[src/rtl/uifl_map.svh]
`ifndef UIFL_MAP_SVH
`define UIFL_MAP_SVH

// register write addresses; the read address is the write address plus one
`define UIFL_ADDR_RX_ENABLE   8'h04
`define UIFL_ADDR_TX_ENABLE   8'h06
`define UIFL_ADDR_RX_FLAGS    8'h08
`define UIFL_ADDR_TX_FLAGS    8'h0a
`define UIFL_ADDR_CONFIG_ONE  8'h0c

// implemented bit masks (reserved bits read zero)
`define UIFL_RX_MASK          8'hbf
`define UIFL_TX_MASK          8'h3f

// field positions
`define UIFL_POR_BIT          7
`define UIFL_CFG_SE_BIT       7
`define UIFL_CFG_BAUD_HI      6
`define UIFL_CFG_BAUD_LO      5
`define UIFL_CFG_COUNT_HI     4

// reset values
`define UIFL_CFG_RESET        8'h60
`define UIFL_POR_RESET        1'b1

// link rates in bits per second
`define UIFL_RATE_500K        500000
`define UIFL_RATE_1M          1000000
`define UIFL_RATE_2M          2000000

// serial port framing
`define UIFL_BYTE_LAST        3'h7

`endif

[src/rtl/uifl_pkg.sv]
package uifl_pkg;

  // two-bit rate selection code
  typedef enum logic [1:0] {
    UIFL_BAUD_500K_A = 2'b00,
    UIFL_BAUD_500K_B = 2'b01,
    UIFL_BAUD_1M     = 2'b10,
    UIFL_BAUD_2M     = 2'b11
  } uifl_baud_e;

  // serial port transaction phase
  typedef enum logic [1:0] {
    UIFL_ST_IDLE = 2'b00,
    UIFL_ST_ADDR = 2'b01,
    UIFL_ST_DATA = 2'b10,
    UIFL_ST_DONE = 2'b11
  } uifl_spi_e;

  // link configuration carried to the uart
  typedef struct packed {
    logic       single_ended;
    uifl_baud_e baud;
    logic [4:0] count;
  } uifl_cfg_s;

endpackage : uifl_pkg

[src/rtl/uifl_regs.sv]
// Behaviour
// rx flags error(7), busy(5), idle(4), overflow(3), full(2), stop(1), empty(0) reset to 0.
// tx flags busy(5), idle(4), overflow(3), full(2), available(1), empty(0) reset to 0.
// bit 6 of both flag registers ignores writes and reads zero.
// transmit flag bit 7 is a power-on indicator set to one by reset.
// the power-on indicator clears only when the host writes zero to it.
// the power-on indicator never drives the interrupt output.
// config bit 7 (reset 0) picks single-ended receive, where zero differential reads one.
// the transmit output is the same in single-ended and differential modes.
// configuration bits 6:5 pick the rate, 00/01 500kbps, 10 1Mbps, 11 2Mbps (reset 11).
// configuration bits 4:0 reset to zero and are plain storage with no effect.
// each status condition has an enable bit, reset to zero, gating its interrupt.
// flags latch on a condition rising, int follows any enabled flag, a written zero clears.
// each register is written at its even address and read at the next odd address.
`include "uifl_map.svh"

module uifl_regs #(
  parameter int CLK_HZ = 20000000
) (
  // clock and reset
  input  wire logic              i_ref_clk,
  input  wire logic              i_rstn,
  // host serial port
  input  wire logic              i_cs_n,
  input  wire logic              i_sclk,
  input  wire logic              i_mosi,
  output logic                   o_miso,
  output logic                   o_miso_oe,
  // uart status conditions
  input  wire logic [7:0]        i_rx_status,
  input  wire logic [7:0]        i_tx_status,
  // line pins and uart bit streams
  input  wire logic              i_rx_plus_in,
  input  wire logic              i_rx_minus_in,
  input  wire logic              i_tx_bit,
  output logic                   o_rx_bit,
  output logic                   o_tx_plus,
  output logic                   o_tx_minus,
  // configuration and interrupt
  output uifl_pkg::uifl_cfg_s    o_cfg,
  output logic [15:0]            o_bit_period,
  output logic                   o_int
);
  import uifl_pkg::*;

  // the slowest divide must fit and the fastest must be at least two cycles
  if (CLK_HZ / `UIFL_RATE_2M < 2 || CLK_HZ / `UIFL_RATE_500K > 65535) begin : g_clk_check
    $error("uifl_regs: CLK_HZ cannot serve the link rates");
  end

  // clock cycles per bit for a rate code
  function automatic logic [15:0] period_of(input uifl_baud_e code);
    int rate;
    rate = `UIFL_RATE_500K;
    if (code == UIFL_BAUD_1M) begin
      rate = `UIFL_RATE_1M;
    end else if (code == UIFL_BAUD_2M) begin
      rate = `UIFL_RATE_2M;
    end
    return 16'(CLK_HZ / rate);
  endfunction : period_of

  // bit period that matches the reset rate code
  localparam logic [15:0] PERIOD_RESET = period_of(UIFL_BAUD_2M);

  // registers
  uifl_spi_e  state_ff;
  logic       sclk_ff;
  logic [2:0] bit_cnt_ff;
  logic [7:0] shift_in_ff;
  logic [7:0] shift_out_ff;
  logic [7:0] addr_ff;
  logic [7:0] rx_en_ff;
  logic [7:0] tx_en_ff;
  logic [7:0] rx_flag_ff;
  logic [7:0] tx_flag_ff;
  logic       por_ff;
  logic [7:0] cfg_ff;
  logic [7:0] rx_stat_ff;
  logic [7:0] tx_stat_ff;
  uifl_spi_e  nxt_state;

  // serial clock edges, pins taken as synchronous
  wire        sclk_rise = i_sclk & ~sclk_ff;
  wire        sclk_fall = ~i_sclk & sclk_ff;
  wire        byte_done = sclk_rise && (bit_cnt_ff == `UIFL_BYTE_LAST);
  wire  [7:0] byte_in   = {shift_in_ff[6:0], i_mosi};

  // write strobe on the last data bit of an even address
  wire        wr_cycle  = byte_done && (state_ff == UIFL_ST_DATA) && !addr_ff[0];
  wire        wr_rx_en  = wr_cycle && (addr_ff == `UIFL_ADDR_RX_ENABLE);
  wire        wr_tx_en  = wr_cycle && (addr_ff == `UIFL_ADDR_TX_ENABLE);
  wire        wr_rx_fl  = wr_cycle && (addr_ff == `UIFL_ADDR_RX_FLAGS);
  wire        wr_tx_fl  = wr_cycle && (addr_ff == `UIFL_ADDR_TX_FLAGS);
  wire        wr_cfg    = wr_cycle && (addr_ff == `UIFL_ADDR_CONFIG_ONE);

  // read decode of the odd address just received
  wire  [7:0] rd_base   = {byte_in[7:1], 1'b0};
  wire        rd_odd    = byte_in[0];
  wire  [7:0] tx_rd     = {por_ff, tx_flag_ff[6:0]};
  wire  [7:0] rd_data   = !rd_odd                               ? 8'h00 :
                          (rd_base == `UIFL_ADDR_RX_ENABLE)     ? rx_en_ff :
                          (rd_base == `UIFL_ADDR_TX_ENABLE)     ? tx_en_ff :
                          (rd_base == `UIFL_ADDR_RX_FLAGS)      ? rx_flag_ff :
                          (rd_base == `UIFL_ADDR_TX_FLAGS)      ? tx_rd :
                          (rd_base == `UIFL_ADDR_CONFIG_ONE)    ? cfg_ff : 8'h00;

  // condition rising edges latch flags; a zero written clears; set wins over clear
  wire  [7:0] rx_rise   = i_rx_status & ~rx_stat_ff & `UIFL_RX_MASK;
  wire  [7:0] tx_rise   = i_tx_status & ~tx_stat_ff & `UIFL_TX_MASK;
  wire  [7:0] rx_keep   = wr_rx_fl ? byte_in : 8'hff;
  wire  [7:0] tx_keep   = wr_tx_fl ? byte_in : 8'hff;
  wire  [7:0] nxt_rx_flag = ((rx_flag_ff & rx_keep) | rx_rise) & `UIFL_RX_MASK;
  wire  [7:0] nxt_tx_flag = ((tx_flag_ff & tx_keep) | tx_rise) & `UIFL_TX_MASK;
  wire        nxt_por   = por_ff & ~(wr_tx_fl & ~byte_in[`UIFL_POR_BIT]);

  // enabled flags request the interrupt; the power-on bit is left out
  wire        nxt_int   = |((nxt_rx_flag & rx_en_ff) | (nxt_tx_flag & tx_en_ff));

  // receive decision: single-ended treats zero differential as one
  wire        se_mode   = cfg_ff[`UIFL_CFG_SE_BIT];
  wire        rx_diff   = i_rx_plus_in & ~i_rx_minus_in;
  wire        rx_single = ~(~i_rx_plus_in & i_rx_minus_in);
  wire        nxt_rx_bit = se_mode ? rx_single : rx_diff;

  // transaction phase sequencing
  always_comb begin
    nxt_state = state_ff;
    unique case (state_ff)
      UIFL_ST_IDLE: begin
        nxt_state = UIFL_ST_ADDR;
      end
      UIFL_ST_ADDR: begin
        if (byte_done) begin
          nxt_state = UIFL_ST_DATA;
        end
      end
      UIFL_ST_DATA: begin
        if (byte_done) begin
          nxt_state = UIFL_ST_DONE;
        end
      end
      UIFL_ST_DONE: begin
        nxt_state = UIFL_ST_DONE;
      end
    endcase
    if (i_cs_n) begin
      nxt_state = UIFL_ST_IDLE;
    end
  end

  // serial port shifting
  always_ff @(posedge i_ref_clk or negedge i_rstn) begin
    if (!i_rstn) begin
      state_ff     <= UIFL_ST_IDLE;
      sclk_ff      <= 1'b0;
      bit_cnt_ff   <= 3'h0;
      shift_in_ff  <= 8'h00;
      shift_out_ff <= 8'h00;
      addr_ff      <= 8'h00;
    end else begin
      state_ff <= nxt_state;
      sclk_ff  <= i_sclk;
      if (i_cs_n) begin
        bit_cnt_ff <= 3'h0;
      end else if (sclk_rise) begin
        bit_cnt_ff  <= bit_cnt_ff + 3'h1;
        shift_in_ff <= byte_in;
      end
      if (byte_done && state_ff == UIFL_ST_ADDR) begin
        addr_ff      <= byte_in;
        shift_out_ff <= rd_data;
      end else if (sclk_fall && state_ff == UIFL_ST_DATA) begin
        shift_out_ff <= {shift_out_ff[6:0], 1'b0};
      end
    end
  end

  // data out, driven only while selected
  always_ff @(posedge i_ref_clk or negedge i_rstn) begin
    if (!i_rstn) begin
      o_miso    <= 1'b0;
      o_miso_oe <= 1'b0;
    end else begin
      o_miso_oe <= ~i_cs_n;
      if (i_cs_n) begin
        o_miso <= 1'b0;
      end else if (sclk_fall && state_ff == UIFL_ST_DATA) begin
        o_miso <= shift_out_ff[7];
      end
    end
  end

  // enable registers
  always_ff @(posedge i_ref_clk or negedge i_rstn) begin
    if (!i_rstn) begin
      rx_en_ff <= 8'h00;
      tx_en_ff <= 8'h00;
    end else begin
      if (wr_rx_en) begin
        rx_en_ff <= byte_in & `UIFL_RX_MASK;
      end
      if (wr_tx_en) begin
        tx_en_ff <= byte_in & `UIFL_TX_MASK;
      end
    end
  end

  // flags, power-on indicator and condition history
  always_ff @(posedge i_ref_clk or negedge i_rstn) begin
    if (!i_rstn) begin
      rx_flag_ff <= 8'h00;
      tx_flag_ff <= 8'h00;
      por_ff     <= `UIFL_POR_RESET;
      rx_stat_ff <= 8'h00;
      tx_stat_ff <= 8'h00;
      o_int      <= 1'b0;
    end else begin
      rx_flag_ff <= nxt_rx_flag;
      tx_flag_ff <= nxt_tx_flag;
      por_ff     <= nxt_por;
      rx_stat_ff <= i_rx_status;
      tx_stat_ff <= i_tx_status;
      o_int      <= nxt_int;
    end
  end

  // first configuration register
  always_ff @(posedge i_ref_clk or negedge i_rstn) begin
    if (!i_rstn) begin
      cfg_ff <= `UIFL_CFG_RESET;
    end else if (wr_cfg) begin
      cfg_ff <= byte_in;
    end
  end

  // line side and configuration outputs
  always_ff @(posedge i_ref_clk or negedge i_rstn) begin
    if (!i_rstn) begin
      o_rx_bit     <= 1'b0;
      o_tx_plus    <= 1'b0;
      o_tx_minus   <= 1'b1;
      o_cfg        <= uifl_cfg_s'(`UIFL_CFG_RESET);
      o_bit_period <= PERIOD_RESET;
    end else begin
      o_rx_bit     <= nxt_rx_bit;
      o_tx_plus    <= i_tx_bit;
      o_tx_minus   <= ~i_tx_bit;
      o_cfg        <= uifl_cfg_s'(cfg_ff);
      o_bit_period <= period_of(uifl_baud_e'(cfg_ff[`UIFL_CFG_BAUD_HI:`UIFL_CFG_BAUD_LO]));
    end
  end

endmodule : uifl_regs

[config.mk]
export PLATFORM = sky130hd
export DESIGN_NAME = uifl_regs
export DESIGN_NICKNAME = d
export VERILOG_FILES = /design/src/rtl/uifl_pkg.sv /design/src/rtl/uifl_regs.sv
export VERILOG_INCLUDE_DIRS = /design/src /design/src/rtl
export SDC_FILE = /design/constraint.sdc
export NUM_CORES = 1
export LEC_CHECK = 0
export BUFFER_PORTS_ARGS = -buffer_cell sky130_fd_sc_hd__buf_4
export CORE_ASPECT_RATIO = 2
export CORE_MARGIN = 2
export CORE_UTILIZATION = 26
export CTS_CLUSTER_SIZE = 8
export DETAILED_ROUTE_END_ITERATION = 10
export MAX_ROUTING_LAYER = met4
export SYNTH_ARGS = -nofsm -noshare
export SYNTH_HDL_FRONTEND = slang
export SYNTH_SLANG_ARGS = --single-unit
[constraint.sdc]
create_clock -name i_ref_clk -period 3.1 [get_ports i_ref_clk]
set_input_delay 0.465 -clock i_ref_clk [delete_from_list [all_inputs] [get_ports i_ref_clk]]
set_output_delay 0.465 -clock i_ref_clk [all_outputs]
set_load 0.05 [all_outputs]
==> qor.csv <==
stage,metric,value,unit
min_path,HP Class,primary input to async pin,
global_route,grt total ovfl,0,
route,vias,2736,
run,# Max-Cap Violations,0,
global_route,initial antenna violation count,0,
route,Routed Antenna Nets,0,
placed_design,placed instance area,0.00467,sq mm
clock_network,Root Buffer,clkbuf_16,
timing,worst-margin pin slew,0.861,ns
setup_path,Crit-path slowest cell,or4_4,
finish,Final Non-Filler Cells,602,
synthesis,ys flop type,dfrtp_1,
setup_path,FF-to-FF setup slack,0.46,ns
timing,Final Max Slew Viols,0,
setup_path,critical path endpoint category,flip-flop,
timing,Max Fclk,0.379,GHz
power_and_ir_drop,switch share,28.9,%
synthesis,Unique masters post-synth,43,
clock_network,htree depth,3,
power_and_ir_drop,Clk network pwr share,37.1,%
timing,fin crit share,85.2,%
timing,Post-Route Skew,0.00822,ns
clock_network,clock sinks,96,
global_route,pin count of the biggest net entering global routing,53,
finish,Layout area overhead,19.0,%
synthesis,Gate Count Post-Synth,355,
timing,Setup WS post-layout,0.459,ns
floorplanning,Die Ht,183,microns
setup_path,WP data required,3.32,ns
setup_path,crit path launch type,flip-flop,
placed_design,dpl cells,586,
route,# DRC,0,
finish,"most common cell after layout, fill and taps aside",dfrtp_1,
timing,max_slew headroom,42.6,%
global_route,global-route wire length before repair,15300,microns
finish,Final #Nets,424,
route,Avg WL per Cell,15.6,microns
setup_path,"Arr. time, crit path",2.87,ns
route,Avg Vias per Cell,4.54,
placed_design,DP HPWL,7020,microns
floorplanning,Ports,54,
route,DR iter-0 viols,163,
power_and_ir_drop,register share of total power,51.6,%
power_and_ir_drop,Max rail drop VDD,0.217,mV
finish,"commonest cells after routing, fill and taps aside","dfrtp_1 (88), buf_4 (45), mux2_2 (33), nor2_1 (29), o21ai_0 (27)",
route,drt pass-1 iters,4,
setup_path,worst setup path category,flip-flop to flip-flop,
setup_path,"Largest stage delay, worst path",0.59,ns
finish,ant diodes,0,
floorplanning,total core area,0.0157,sq mm
clock_network,CTS buffer count,9,
clock_network,worst skew pair latency,0.35,ns
clock_network,Post-CTS Hold Buffers,0,
timing,Tmin final,2.64,ns
power_and_ir_drop,P_leak,2.20,nW
floorplanning,Initial Utilization,26.5,%
floorplanning,Std-Cell Rows,65,
placed_design,pre-CTS WS,0.475,ns
clock_network,CTS tree,built,
outcome,status,finished clean,
synthesis,syn avg cell area,11.7,sq um
clock_network,Post-CTS Setup Inserts,0,
timing,Final Hold Vio Count,0,
power_and_ir_drop,combinational power share,11.3,%
floorplanning,Die Wd,93.5,microns
placed_design,Routability Congestion,0.900,
power_and_ir_drop,Pwr Density,572,mW/mm^2
power_and_ir_drop,Power Internal,0.00201,W
global_route,vias in the first global route,2914,
finish,Final Instance Area,0.00495,sq mm
synthesis,sequential area share after synthesis,58.0,%
synthesis,number of enable flip-flop cells after synthesis,0,
synthesis,synthesis-stage register bit count,96,
floorplanning,Die ar.,0.0171,sq mm
clock_network,post-CTS sizing,0,
synthesis,asr flop ratio synth,100,%
timing,final setup vio count,0,
power_and_ir_drop,sw power,0.000817,W
setup_path,"Max FO, Critical Path",5,
global_route,global-route usage over all layers,12.2,%
clock_network,clk buf depth,2,
timing,RSZ-0062 raised after global routing,false,
power_and_ir_drop,Pwr Total,0.00283,W
synthesis,Syn Std Cell Area,0.00416,sq mm
clock_network,Clock transition at path regs,0.06,ns
synthesis,synth warn,0,
setup_path,"Critical Path, Cell by Cell","or4_4, nor4_4, a21oi_1, nor4_1, nand4_1, a2111o_1",
route,total wire length,9410,microns
placed_design,port bufs,40,
finish,share of cells above drive strength 1,27.2,%
timing,setup TNS,0,ns
cells in the mapped netlist (2+ instances only):
cell      number  area share (%)
a21oi_1       18             2.2
a22o_1         2            0.42
and2_1         2            0.30
buf_1          2            0.18
buf_4         11             2.0
clkbuf_1      12             1.1
dfrtp_1       88              53
dfstp_2        8             5.0
ha_1           4             1.2
inv_1         14             1.3
mux2_2        33             8.9
mux2i_1       22             5.3
nand2_1       15             1.4
nand2b_1      15             2.3
nand3_1        4            0.48
nand3b_1       4            0.72
nor2_1        29             2.6
nor2b_1        9             1.4
nor3b_1        3            0.54
nor4_1         3            0.45
nor4_4         2             1.0
o21ai_0       27             3.2
o22ai_1        6            0.90
or3b_2         2            0.42
or4_1          2            0.36
flip-flops by register name, indices dropped and copies added, names as in the netlist, 6 cells and up:
name / flops
cfg_ff: 8
rx_en_ff: 7
tx_stat_ff: 6
shift_out_ff: 8
rx_stat_ff: 7
rx_flag_ff: 7
addr_ff: 8
tx_en_ff: 6
shift_in_ff: 7
tx_flag_ff: 6
o_cfg: 8
worst max-delay path: cells and delay by family (launching register included):
kind	cells	cell delay [ns]
AOI/OAI and AO/OA	2	0.51
DFF	1	0.42
and+or+nand+nor	4	1.58
stage by stage:
stage	hold WS [ns]	util (%)
6_report	0.107	31.6
3_3_place_gp	0.367	29.8
2_1_floorplan	0.169	-
5_1_grt	0.161	31.6
4_1_cts	0.136	31.6
3_5_place_dp	0.379	29.8
routing by layer:
layer,track usage [%],up-vias,routed length (microns)
met5,-,-,0
met4,7.47,0,417
met3,2.42,22,371
met2,21.8,70,5330
met1,11.9,1359,3290
li1,-,1285,-
cell families after synthesis:
logic type               Yosys count  share of synthesized area [%]
XOR/XNOR                           1                          0.210
AO/OA/AOI/OAI                     60                           8.18
other                              1                         0.0901
AND/OR/NAND/NOR                   98                           13.4
buffers and inverters             39                           4.51
flip-flops                        96                           58.0
multiplexers                      55                           14.2
adder cells (fa/ha/maj)            5                           1.44
power by group through the flow:
stage	Sequential, W	Combinational (W)	Clock, W
global route	0.00148	0.000353	0.00114
CTS	0.00146	0.000323	0.00108
finish	0.00146	0.000320	0.00105
detailed placement	0.00148	0.000322	0
global placement	0.00148	0.000318	0
floorplan	0.00137	0.000285	0
final timing paths:
check	from	end	depth (start not counted)
worst min register to register	cfg_ff[0]$_DFFE_PN0P_	o_cfg[0]$_DFF_PN0_	0
worst min-delay path	i_rstn	tx_stat_ff[1]$_DFF_PN0_	1
min in group i_ref_clk	i_rx_status[2]	rx_stat_ff[2]$_DFF_PN0_	1
worst max register to register	addr_ff[0]$_DFFE_PN0P_	o_int$_DFF_PN0_	6
max in group asynchronous	i_rstn	o_tx_minus$_DFF_PN1_	2
worst max-delay path	addr_ff[0]$_DFFE_PN0P_	o_int$_DFF_PN0_	6
final cells by class:
type / instances / area [sq um]
clock buffer: 11 / 243
clock inverter: 5 / 40.0
fill: 1558 / 10700
inverter: 14 / 52.6
multi-input combinational: 229 / 1600
sequential: 96 / 2410
tap: 201 / 251
timing repair buffer: 46 / 358
Note: power is estimated with default switching activity, not from simulation.
